### src/rtl/fcsm_params.svh
// constants for the flash command state machine
`ifndef FCSM_PARAMS_SVH
`define FCSM_PARAMS_SVH
`define FCSM_CMD_READ_ARRAY 8'hff
`define FCSM_CMD_WORD_PGM_A 8'h10
`define FCSM_CMD_WORD_PGM_B 8'h40
`define FCSM_CMD_BUF_PGM 8'he8
`define FCSM_CMD_ERASE 8'h20
`define FCSM_CMD_FACTORY_PGM 8'h80
`define FCSM_CMD_CONFIRM 8'hd0
`define FCSM_CMD_SUSPEND 8'hb0
`define FCSM_CMD_READ_STATUS 8'h70
`define FCSM_CMD_CLEAR_STATUS 8'h50
`define FCSM_CMD_READ_ID 8'h90
`define FCSM_CMD_READ_QUERY 8'h98
`define FCSM_CMD_LOCK_SETUP 8'h60
`define FCSM_CMD_LOCK_BLOCK 8'h01
`define FCSM_CMD_LOCK_DOWN 8'h2f
`define FCSM_CMD_CFG_CONFIRM 8'h03
`define FCSM_NUM_PART 4
`define FCSM_PART_W 2
`define FCSM_STATUS_RESET 8'h80
`define FCSM_SR_READY 7
`define FCSM_SR_ERASE_ERR 5
`define FCSM_SR_PGM_ERR 4
`define FCSM_SR_PGM_SUSP 2
`endif

### src/rtl/fcsm_pkg.sv
// types shared by the flash command state machine files
package fcsm_pkg;
  // command state machine states
  typedef enum logic [3:0]
  {
    FCSM_READY = 4'h0,
    FCSM_LOCK_SETUP = 4'h1,
    FCSM_PGM_SETUP = 4'h2,
    FCSM_PGM_BUSY = 4'h3,
    FCSM_PGM_SUSP = 4'h4,
    FCSM_BUF_SETUP = 4'h5,
    FCSM_BUF_LOAD1 = 4'h6,
    FCSM_BUF_LOAD2 = 4'h7,
    FCSM_BUF_BUSY = 4'h8,
    FCSM_ERASE_SETUP = 4'h9,
    FCSM_ERASE_BUSY = 4'ha,
    FCSM_FACT_SETUP = 4'hb
  } fcsm_state_e;
  // per-partition read output mode
  typedef enum logic [1:0]
  {
    FCSM_RD_ARRAY = 2'h0,
    FCSM_RD_ID = 2'h1,
    FCSM_RD_QUERY = 2'h2,
    FCSM_RD_STATUS = 2'h3
  } fcsm_rdmode_e;
endpackage

### src/rtl/fcsm_mode_if.sv
// carrier between the state machine and the read mode table
`timescale 1ns/1ps
interface fcsm_mode_if;
  logic wr_valid; // one-cycle write of a new mode
  logic [1:0] wr_part; // partition written
  fcsm_pkg::fcsm_rdmode_e wr_mode; // mode to store
  logic [7:0] modes; // all partition modes, two bits each
  modport ctrl (output wr_valid, output wr_part, output wr_mode, input modes);
  modport table_side (input wr_valid, input wr_part, input wr_mode, output modes);
endinterface

### src/rtl/fcsm_mode_table.sv
// per-partition read output mode storage
`timescale 1ns/1ps
`include "fcsm_params.svh"
module fcsm_mode_table
(
  input wire logic core_clk,
  input wire logic rst,
  fcsm_mode_if.table_side mif
);
  genvar gi;
  generate
    for (gi = 0; gi < `FCSM_NUM_PART; gi = gi + 1)
    begin : g_part
      fcsm_pkg::fcsm_rdmode_e mode_reg; // held until a new command changes it
      always_ff @(posedge core_clk)
      begin
        if (rst)
          mode_reg <= fcsm_pkg::FCSM_RD_ARRAY;
        else if (mif.wr_valid && (mif.wr_part == 2'(gi)))
          mode_reg <= mif.wr_mode;
      end
      assign mif.modes[2*gi +: 2] = mode_reg;
    end
  endgenerate
endmodule

### src/rtl/fcsm_top.sv
// flash command state machine: command decode, busy and suspend tracking
`timescale 1ns/1ps
`include "fcsm_params.svh"
module fcsm_top
(
  input wire logic core_clk,
  input wire logic rst,
  input wire logic cmd_valid,
  input wire logic [7:0] cmd_data,
  input wire logic [1:0] cmd_part,
  input wire logic op_done,
  input wire logic buf_load_done,
  output logic [7:0] status_reg,
  output logic [3:0] state_out_reg,
  output logic op_active_reg,
  output logic [1:0] op_part_reg,
  output logic lock_error_reg,
  output logic [7:0] read_modes_reg
);
  fcsm_mode_if mif ();
  fcsm_pkg::fcsm_state_e state_reg; // current command state
  fcsm_pkg::fcsm_state_e state_next; // decoded next state
  logic start_op; // an erase, factory or buffer confirm, or the program data byte, launches an array operation
  logic lock_bad; // lock setup saw an invalid confirm
  logic seq_err; // erase or factory setup, or the second buffer load state once buf_load_done is high, saw a non-confirm byte

  fcsm_mode_table u_modes
  (
    .core_clk(core_clk),
    .rst(rst),
    .mif(mif)
  );

  // decode of command bytes that change the read mode; clear status in ready also clears the error bits
  function automatic logic is_read_cmd(input logic [7:0] c);
    is_read_cmd = (c == `FCSM_CMD_READ_ARRAY) || (c == `FCSM_CMD_READ_STATUS) ||
                  (c == `FCSM_CMD_CLEAR_STATUS) || (c == `FCSM_CMD_READ_ID) ||
                  (c == `FCSM_CMD_READ_QUERY);
  endfunction

  // next state decode; read modes are never consulted here
  always_comb
  begin
    state_next = state_reg;
    start_op = 1'b0;
    lock_bad = 1'b0;
    seq_err = 1'b0;
    if (cmd_valid)
    begin
      case (state_reg)
        fcsm_pkg::FCSM_READY:
        begin
          if (cmd_data == `FCSM_CMD_WORD_PGM_A || cmd_data == `FCSM_CMD_WORD_PGM_B)
            state_next = fcsm_pkg::FCSM_PGM_SETUP;
          else if (cmd_data == `FCSM_CMD_BUF_PGM)
            state_next = fcsm_pkg::FCSM_BUF_SETUP;
          else if (cmd_data == `FCSM_CMD_ERASE)
            state_next = fcsm_pkg::FCSM_ERASE_SETUP;
          else if (cmd_data == `FCSM_CMD_FACTORY_PGM)
            state_next = fcsm_pkg::FCSM_FACT_SETUP;
          else if (cmd_data == `FCSM_CMD_LOCK_SETUP)
            state_next = fcsm_pkg::FCSM_LOCK_SETUP;
          else
            state_next = fcsm_pkg::FCSM_READY;
        end
        fcsm_pkg::FCSM_LOCK_SETUP:
        begin
          state_next = fcsm_pkg::FCSM_READY;
          lock_bad = !(cmd_data == `FCSM_CMD_LOCK_BLOCK || cmd_data == `FCSM_CMD_CONFIRM ||
                       cmd_data == `FCSM_CMD_LOCK_DOWN || cmd_data == `FCSM_CMD_CFG_CONFIRM);
        end
        fcsm_pkg::FCSM_PGM_SETUP:
        begin
          // the byte written here is program data, so programming starts
          state_next = fcsm_pkg::FCSM_PGM_BUSY;
          start_op = 1'b1;
        end
        fcsm_pkg::FCSM_PGM_BUSY:
        begin
          if (cmd_data == `FCSM_CMD_SUSPEND)
            state_next = fcsm_pkg::FCSM_PGM_SUSP;
        end
        fcsm_pkg::FCSM_PGM_SUSP:
        begin
          if (cmd_data == `FCSM_CMD_CONFIRM)
            state_next = fcsm_pkg::FCSM_PGM_BUSY;
        end
        fcsm_pkg::FCSM_BUF_SETUP:
          state_next = fcsm_pkg::FCSM_BUF_LOAD1;
        fcsm_pkg::FCSM_BUF_LOAD1:
          state_next = fcsm_pkg::FCSM_BUF_LOAD2;
        fcsm_pkg::FCSM_BUF_LOAD2:
        begin
          if (buf_load_done)
          begin
            if (cmd_data == `FCSM_CMD_CONFIRM)
            begin
              state_next = fcsm_pkg::FCSM_BUF_BUSY;
              start_op = 1'b1;
            end
            else
            begin
              state_next = fcsm_pkg::FCSM_READY;
              seq_err = 1'b1;
            end
          end
        end
        fcsm_pkg::FCSM_ERASE_SETUP, fcsm_pkg::FCSM_FACT_SETUP:
        begin
          if (cmd_data == `FCSM_CMD_CONFIRM)
          begin
            state_next = (state_reg == fcsm_pkg::FCSM_ERASE_SETUP) ?
                         fcsm_pkg::FCSM_ERASE_BUSY : fcsm_pkg::FCSM_BUF_BUSY;
            start_op = 1'b1;
          end
          else
          begin
            state_next = fcsm_pkg::FCSM_READY;
            seq_err = 1'b1;
          end
        end
        default:
          // busy states without suspend support ignore writes
          state_next = state_reg;
      endcase
    end
    // completion of the array operation, unless suspended
    if (op_done && (state_reg == fcsm_pkg::FCSM_PGM_BUSY || state_reg == fcsm_pkg::FCSM_BUF_BUSY ||
                    state_reg == fcsm_pkg::FCSM_ERASE_BUSY) && state_next != fcsm_pkg::FCSM_PGM_SUSP)
      state_next = fcsm_pkg::FCSM_READY;
  end

  // state register
  always_ff @(posedge core_clk)
  begin
    if (rst)
      state_reg <= fcsm_pkg::FCSM_READY;
    else
      state_reg <= state_next;
  end

  always_ff @(posedge core_clk)
  begin
    if (rst)
    begin
      op_active_reg <= 1'b0;
      op_part_reg <= 2'h0;
    end
    else if (start_op && !op_active_reg)
    begin
      op_active_reg <= 1'b1;
      op_part_reg <= cmd_part;
    end
    else if (state_next == fcsm_pkg::FCSM_READY)
      op_active_reg <= 1'b0;
  end

  // status register; error bits are sticky until clear status
  always_ff @(posedge core_clk)
  begin
    if (rst)
      status_reg <= `FCSM_STATUS_RESET;
    else
    begin
      status_reg[`FCSM_SR_READY] <= !(state_next == fcsm_pkg::FCSM_PGM_BUSY ||
                                      state_next == fcsm_pkg::FCSM_BUF_BUSY ||
                                      state_next == fcsm_pkg::FCSM_ERASE_BUSY);
      status_reg[`FCSM_SR_PGM_SUSP] <= (state_next == fcsm_pkg::FCSM_PGM_SUSP);
      // set wins over clear: a clear in ready never coincides with an error set
      if (cmd_valid && state_reg == fcsm_pkg::FCSM_READY && cmd_data == `FCSM_CMD_CLEAR_STATUS)
      begin
        status_reg[`FCSM_SR_ERASE_ERR] <= 1'b0;
        status_reg[`FCSM_SR_PGM_ERR] <= 1'b0;
      end
      if (lock_bad || seq_err)
      begin
        status_reg[`FCSM_SR_ERASE_ERR] <= 1'b1;
        status_reg[`FCSM_SR_PGM_ERR] <= 1'b1;
      end
    end
  end

  // lock error pulse
  always_ff @(posedge core_clk)
  begin
    if (rst)
      lock_error_reg <= 1'b0;
    else
      lock_error_reg <= lock_bad;
  end

  always_comb
  begin
    mif.wr_valid = cmd_valid;
    mif.wr_part = cmd_part;
    mif.wr_mode = fcsm_pkg::FCSM_RD_STATUS;
    if (cmd_data == `FCSM_CMD_READ_ARRAY)
      mif.wr_mode = fcsm_pkg::FCSM_RD_ARRAY;
    else if (cmd_data == `FCSM_CMD_READ_ID)
      mif.wr_mode = fcsm_pkg::FCSM_RD_ID;
    else if (cmd_data == `FCSM_CMD_READ_QUERY)
      mif.wr_mode = fcsm_pkg::FCSM_RD_QUERY;
    else if (state_reg == fcsm_pkg::FCSM_READY && is_read_cmd(cmd_data))
      mif.wr_mode = fcsm_pkg::FCSM_RD_STATUS;
    else if (cmd_data == `FCSM_CMD_CLEAR_STATUS)
      mif.wr_valid = 1'b0;
  end

  // registered copies of state and modes
  always_ff @(posedge core_clk)
  begin
    if (rst)
    begin
      // reset copies follow the reset state and array read mode everywhere
      state_out_reg <= fcsm_pkg::FCSM_READY;
      read_modes_reg <= {`FCSM_NUM_PART{fcsm_pkg::FCSM_RD_ARRAY}};
    end
    else
    begin
      state_out_reg <= state_next;
      read_modes_reg <= mif.modes;
    end
  end
endmodule

### config.mk
export PLATFORM = sky130hd
export DESIGN_NAME = fcsm_top
export DESIGN_NICKNAME = d
export VERILOG_FILES = /design/src/rtl/fcsm_pkg.sv /design/src/rtl/fcsm_mode_if.sv /design/src/rtl/fcsm_mode_table.sv /design/src/rtl/fcsm_top.sv
export VERILOG_INCLUDE_DIRS = /design/src /design/src/rtl
export SDC_FILE = /design/constraint.sdc
export NUM_CORES = 1
export LEC_CHECK = 0
export ABC_AREA = 1
export BUFFER_PORTS_ARGS = -buffer_cell sky130_fd_sc_hd__buf_2
export CORE_MARGIN = 8
export CORE_UTILIZATION = 45
export CTS_CLUSTER_DIAMETER = 80
export DETAILED_ROUTE_END_ITERATION = 8
export PLACE_DENSITY = 0.77
export SLEW_MARGIN = 30
export SYNTH_ARGS = -nofsm -noshare
export SYNTH_HDL_FRONTEND = slang
export SYNTH_SLANG_ARGS = --single-unit
### constraint.sdc
create_clock -name core_clk -period 2.5 [get_ports core_clk]
set_input_delay 0.375 -clock core_clk [delete_from_list [all_inputs] [get_ports core_clk]]
set_output_delay 0.375 -clock core_clk [all_outputs]
set_load 0.05 [all_outputs]
==> results of run 1 <==
[worst paths after layout]
| check | from | end | cells after the start | slack [ns] |
|---|---|---|---|---|
| worst min register to register | u_modes.g_part[1].mode_reg[0]$_SDFFE_PP0P_ | read_modes_reg[2]$_SDFF_PP0_ | 2 | 0.43 |
| worst max register to register | state_out_reg[0]$_SDFF_PP0_ | status_reg[7]$_SDFF_PP1_ | 15 | 0.68 |
| worst min-delay path | cmd_part[1] | op_part_reg[1]$_SDFFE_PP0P_ | 3 | 0.32 |
| worst max-delay path | state_out_reg[0]$_SDFF_PP0_ | status_reg[7]$_SDFF_PP1_ | 15 | 0.68 |
[metal layers]
metal | vias to the layer above | part of all wire [%]
li1 | 827 | -
met1 | 663 | 46
met2 | 42 | 48
met3 | 4 | 5.8
met4 | 0 | 0.50
met5 | - | 0
[layout make-up]
cell class / count / area, µm²
clock inverter: 1 / 7.51
sequential: 27 / 541
fill: 352 / 1540
inverter: 41 / 154
timing repair buffer: 34 / 170
tap: 46 / 57.6
clock buffer: 3 / 22.5
multi-input combinational: 174 / 817
[cells by family after synthesis]
family	after synthesis	synth area share, %
AND/OR/NAND/NOR	139	40.1
other	1	0.242
flip-flops	27	35.0
AO/OA/AOI/OAI	31	11.7
buffers and inverters	48	12.9
[worst register-to-register path: cells and delay by family (launching register included)]
family / cells / cell delay [ns]
AO/OA/AOI/OAI: 1 / 0.11
buffers and inverters: 2 / 0.16
AND/OR/NAND/NOR: 12 / 1.01
flip-flops: 1 / 0.45
[where the power goes]
part	total (W)	leakage, nW	internal [W]	switching (W)
clock network	0.000184	0.0139	0.0000611	0.000123
registers	0.000470	0.220	0.000453	0.0000164
logic	0.000258	0.689	0.0000661	0.000192
total	0.000911	0.923	0.000580	0.000331
[through the flow]
| stage | power (W) | util, % | hold WS [ns] | cells |
|---|---|---|---|---|
| after floorplan | 0.000683 | - | 0.400 | 249 |
| after global placement | 0.000735 | 52.5 | 0.408 | 322 |
| after detailed placement | 0.000736 | 52.5 | 0.414 | 322 |
| after CTS | 0.000915 | 53.4 | 0.316 | 326 |
| after global routing | 0.000971 | 53.4 | 0.339 | 326 |
| final | 0.000911 | 53.4 | 0.321 | 326 |
[cells in the final DEF, fill, tap and decap left out, types with 3 or more instances in the layout]
cell type / count
a21oi_1: 13
buf_2: 34
clkbuf_4: 3
conb_1: 4
dfxtp_1: 27
inv_1: 38
inv_2: 3
nand2_1: 57
nand2_2: 7
nand3_1: 17
nand3_2: 4
nor2_1: 42
nor2_2: 3
nor3_1: 4
o21ai_0: 11
==> flow_summary.yaml, run 1 <==
sta:
  skew_ns: 0.00912
  drv_slew: 0
  rsz0062_at_grt: "no"
  hold_viol: 0
  worst_slack_ns: 0.677
  final.period_utilization_pct: 72.9
  setup-violations-final: 0
  max_freq_mhz: 548
  finalSetupTns_ns: 0
  post-route-min-period_ns: 1.82
clock_network:
  cts_tree: "built"
  cts.sinks: 27
  numCtsBuffers: 3
  cts-root-buf: "clkbuf_4"
  clkSlewWorstSetupHoldPaths_ns: 0.13
  cts_resized: 0
  cts.path.max_buffers: 2
  cts_hold_buf: 0
  cts_max_level: 1
  clk_latency_ns: 0.32
  postCtsSetupBuffers: 0
place:
  portBuffers: 34
  dpl_worst_slack_ns: 0.490
  placed_cell_area_mm2: 0.00174
  hpwl_um: 2810
  gp_congestion: 0.921
global_routing:
  top_usage_layer: "met2"
  antenna_found_initial: 0
  grt_max_degree: 20
  grt_use_met3_pct: 3.60
  grt_pass1_wl_um: 5860
  grt_pass1_vias: 1446
  gr-usage-met2_pct: 22.6
  grt.overflow.total: 0
  grtUsageTotal_pct: 12.9
  gr-usage-met1_pct: 15.6
floorplan:
  die_x_um: 74.6
  coreArea_mm2: 0.00331
  ios: 39
  std_cell_rows: 21
  fp.dieH_um: 74.6
  die_area_mm2: 0.00557
  initial_core_util_pct: 46.7
synth:
  synth_most_common_cell: "nand2_1"
  syn_inst: 246
  synth_top_area_share_pct: 35.0
  synth_area_leaders: "dfxtp_1 35%, nand2_1 14%, nor2_1 10%"
  synth_ff_type: "dfxtp_1"
  synth_seq_cells: 27
  postSynth.asyncResetShare_pct: 0
  synth_edf_count: 0
  ys_types: 24
  netlist_area_mm2: 0.00155
  avgSynthCellArea_um2: 6.29
  synth_common_cells: "57 x nand2_1, 42 x nor2_1, 38 x inv_1"
  yosys.area.top_type: "dfxtp_1"
  ys_warn_count: 0
  ys_seq_area_share_pct: 35.0
worst_setup_path:
  path_buf_inv: 2
  setup.worst_path.start_class: "flip-flop"
  slowest_delay_ns: 0.45
  crit_slowest_cell: "dfxtp_1"
  crit_required_ns: 2.73
  critPathArrivalTime_ns: 2.06
  cp_max_fo: 7
  path_delay_family: "simple AND/OR/NAND/NOR gates"
  worstSetupEndpointType: "flip-flop"
  path_class: "reg -> reg"
  path_cells: "inv_1, nand2_1, nor2_1, nand3_1, nand3_1, nor2_1, nand2_1, nand2_2, nand2_2, o21bai_2, nand2_2, nor2_4, nand3_2, nand2_1, inv_1"
drt:
  first_iter_violations: 89
  drc_errors: 0
  antenna_left: 0
  totalWireLength_um: 3410
  vias_per_cell: 4.71
  vias: 1536
  wl_per_cell_um: 10.5
  dr.pass1.iters: 4
power:
  powerDensity_mw_per_mm2: 515
  peakVddDrop_mv: 0.387
  leakage_nw: 0.923
layout:
  area_delta_synth_final_pct: 14.4
  nets: 296
  finalInstanceArea_mm2: 0.00177
  n_antenna_cell: 0
  drive_gt1_share_pct: 21.8
worst_hold_path:
  hp-class: "in -> reg"
outcome:
  status: "completed"
job:
  drv_cap: 0
Power figures use the tool's default switching activity.
==> run 2: changes to the inputs <==
--- a/config.mk
+++ b/config.mk
@@ -12,7 +12,7 @@
 export CORE_UTILIZATION = 45
 export CTS_CLUSTER_DIAMETER = 80
 export DETAILED_ROUTE_END_ITERATION = 8
-export PLACE_DENSITY = 0.77
+export PLACE_DENSITY = 0.8
 export SLEW_MARGIN = 30
 export SYNTH_ARGS = -nofsm -noshare
 export SYNTH_HDL_FRONTEND = slang
==> constraint.sdc (replaced) <==
create_clock -name core_clk -period 1.6 [get_ports core_clk]
set_input_delay 0.24 -clock core_clk [delete_from_list [all_inputs] [get_ports core_clk]]
set_output_delay 0.24 -clock core_clk [all_outputs]
set_load 0.05 [all_outputs]
==> run 2 against run 1 <==
  * Sequential power grew 57%
  * Critical path depth is 2 lower
  * The run now ends with setup timing left
  * Clock power is 63% higher
  * Final cell count up 13%
  * Critical path type unchanged
  * Flip-flop and latch count did not move
  * Critical endpoint unchanged
  * Count of clock-buffer cells in the layout unchanged
  * Design area is 27% higher
  * Clock skew is 0.0031 ns higher
  * Total power increased by 78%
  * Routed wire length rose by 24%
  * Non-clock buffer count increased by 41
==> flow_summary.yaml, run 2 (same netlist as run 1, synthesis figures left out) <==
worst_setup_path:
  path_delay_family: "simple AND/OR/NAND/NOR gates"
  crit_start: "state_out_reg[2]$_SDFF_PP0_"
  crit_slowest_cell: "dfxtp_4"
  path_class: "reg -> reg"
  regToRegSetupSlack_ns: -0.13
  path_cells: "inv_4, nand2_2, a21oi_4, inv_2, buf_4, nand2_1, nand3_4, o21bai_4, nand2_4, nor2_4, nand3_2, nand2_2, inv_1"
  rr_worst_depth: 13
  worstSetupEndpointType: "flip-flop"
  path_buf_inv: 4
  crit_required_ns: 1.84
  r2r_end: "status_reg[7]$_SDFF_PP1_"
  crit_end: "status_reg[7]$_SDFF_PP1_"
  setup.worst_path.start_class: "flip-flop"
  r2r-start: "state_out_reg[2]$_SDFF_PP0_"
  cp_max_fo: 5
  critPathArrivalTime_ns: 1.97
  cp_common_cell: "nand2_2"
  cp.depth: 13
  slowest_delay_ns: 0.40
global_routing:
  grt_max_degree: 20
  grtUsageTotal_pct: 14.5
  grt.overflow.total: 0
  grt_pass1_vias: 1587
  antenna_found_initial: 0
  grt_pass1_wl_um: 6550
sta:
  setup-violations-final: 9
  post-route-min-period_ns: 1.73
  final.period_utilization_pct: 108
  worst_slack_ns: -0.134
  rsz0062_at_grt: "yes"
  skew_ns: 0.0122
  hold_viol: 0
  max_freq_mhz: 577
  finalSetupTns_ns: -0.744
  drv_slew: 0
outcome:
  status: "complete, but fails checks"
  violations: "setup timing"
floorplan:
  std_cell_rows: 21
  die_area_mm2: 0.00557
  ios: 39
  fp.dieH_um: 74.6
  die_x_um: 74.6
  coreArea_mm2: 0.00331
  initial_core_util_pct: 46.7
place:
  hpwl_um: 3030
  placed_cell_area_mm2: 0.00200
  gp_congestion: 0.899
  dpl_worst_slack_ns: -0.275
  place_inst: 353
  portBuffers: 34
clock_network:
  cts-root-buf: "clkbuf_4"
  clkSlewWorstSetupHoldPaths_ns: 0.15
  cts_hold_buf: 0
  cts_tree: "built"
  clk_latency_ns: 0.33
  cts_max_level: 1
  cts.sinks: 27
  numCtsBuffers: 3
  cts.path.max_buffers: 2
drt:
  dr.pass1.iters: 4
  wl_per_cell_um: 11.5
  totalWireLength_um: 4220
  drc_errors: 0
  vias: 1729
  first_iter_violations: 92
  vias_per_cell: 4.71
  antenna_left: 0
layout:
  regArea_um2: 556
  fin_cells: 367
  layout.cells.most_common: "nand2_1"
  drive_gt1_share_pct: 41.7
  finalInstanceArea_mm2: 0.00225
  multi_input_area_um2: 953
  nets: 337
  area_delta_synth_final_pct: 45.3
  fillers: 283
  n_antenna_cell: 0
  final_cell_mix: "48 x nand2_1, 37 x buf_4, 36 x nor2_1"
power:
  leakage_nw: 1.15
  peakVddDrop_mv: 0.573
  powerDensity_mw_per_mm2: 720
worst_hold_path:
  hp-class: "in -> reg"
job:
  drv_cap: 0
==> run 2: cell count changes in the layout (fill, tap and decap cells not counted), moves of 4 or more <==
cell	previous run	this run
inv_2	3	8
o21ai_0	11	6
buf_6	0	4
nand2_2	7	14
o21ai_1	0	4
nor2_1	42	36
buf_4	0	37
dfxtp_4	0	4
nand2_1	57	48
nor2_4	2	8
inv_1	38	31
nand3_1	17	13
dfxtp_1	27	23
==> run 2: cell type report <==
| type | count | share of cell area (%) |
|---|---|---|
| Multi-Input combinational cell | 174 | 42.4 |
| Sequential cell | 27 | 24.7 |
| Timing Repair Buffer | 75 | 21.9 |
| Inverter | 41 | 7.07 |
| Tap cell | 46 | 2.56 |
| Clock buffer | 3 | 1.00 |
| Clock inverter | 1 | 0.278 |
==> run 2: tightest hold or removal path: stages <==
cell and delay (ns):
buf_2 0.11, inv_1 0.07, a21oi_1 0.06
==> run 2: per-stage QoR <==
step / power (W) / hold slack (ns) / utilization (%)
finish: 0.00162 / 0.184 / 67.9
global route: 0.00171 / 0.159 / 67.9
CTS: 0.00155 / 0.156 / 63.2
detailed placement: 0.00123 / 0.414 / 60.3
global placement: 0.00122 / 0.407 / 60.3
floorplan: 0.00107 / 0.388 / -
==> run 2: per-layer routing <==
metal	wire (µm)	track usage, %	up-vias
li1	-	-	912
met1	1830	17.0	766
met2	2160	26.2	44
met3	184	2.80	7
met4	54	3.70	0
met5	0	0	-
==> run 2: repair_timing <==
action                     in CTS  in global routing
setup endpoints to repair      10                 17
buffers inserted                7                  6
pin swaps                       9                 21
gates resized for setup        10                 34
==> run 2: how the worst min path moves through the flow <==
| stage | start | to | slack (ns) | cells past startpoint |
|---|---|---|---|---|
| after CTS | cmd_part[1] | op_part_reg[1]$_SDFFE_PP0P_ | 0.16 | 3 |
| final | cmd_part[1] | op_part_reg[1]$_SDFFE_PP0P_ | 0.18 | 3 |
| after global placement | u_modes.g_part[0].mode_reg[1]$_SDFFE_PP0P_ | read_modes_reg[1]$_SDFF_PP0_ | 0.41 | 2 |
| after detailed placement | u_modes.g_part[0].mode_reg[1]$_SDFFE_PP0P_ | read_modes_reg[1]$_SDFF_PP0_ | 0.41 | 2 |
| after global routing | cmd_part[1] | op_part_reg[1]$_SDFFE_PP0P_ | 0.16 | 3 |
| after floorplan | cmd_part[1] | op_part_reg[1]$_SDFFE_PP0P_ | 0.39 | 2 |
==> run 2: power by group <==
part           internal, W  total, W  leakage, nW  switching, W
sequential        0.000708  0.000740        0.223     0.0000317
combinational     0.000212  0.000579        0.908      0.000367
clock            0.0000975  0.000299       0.0183      0.000202
total              0.00102   0.00162         1.15      0.000600
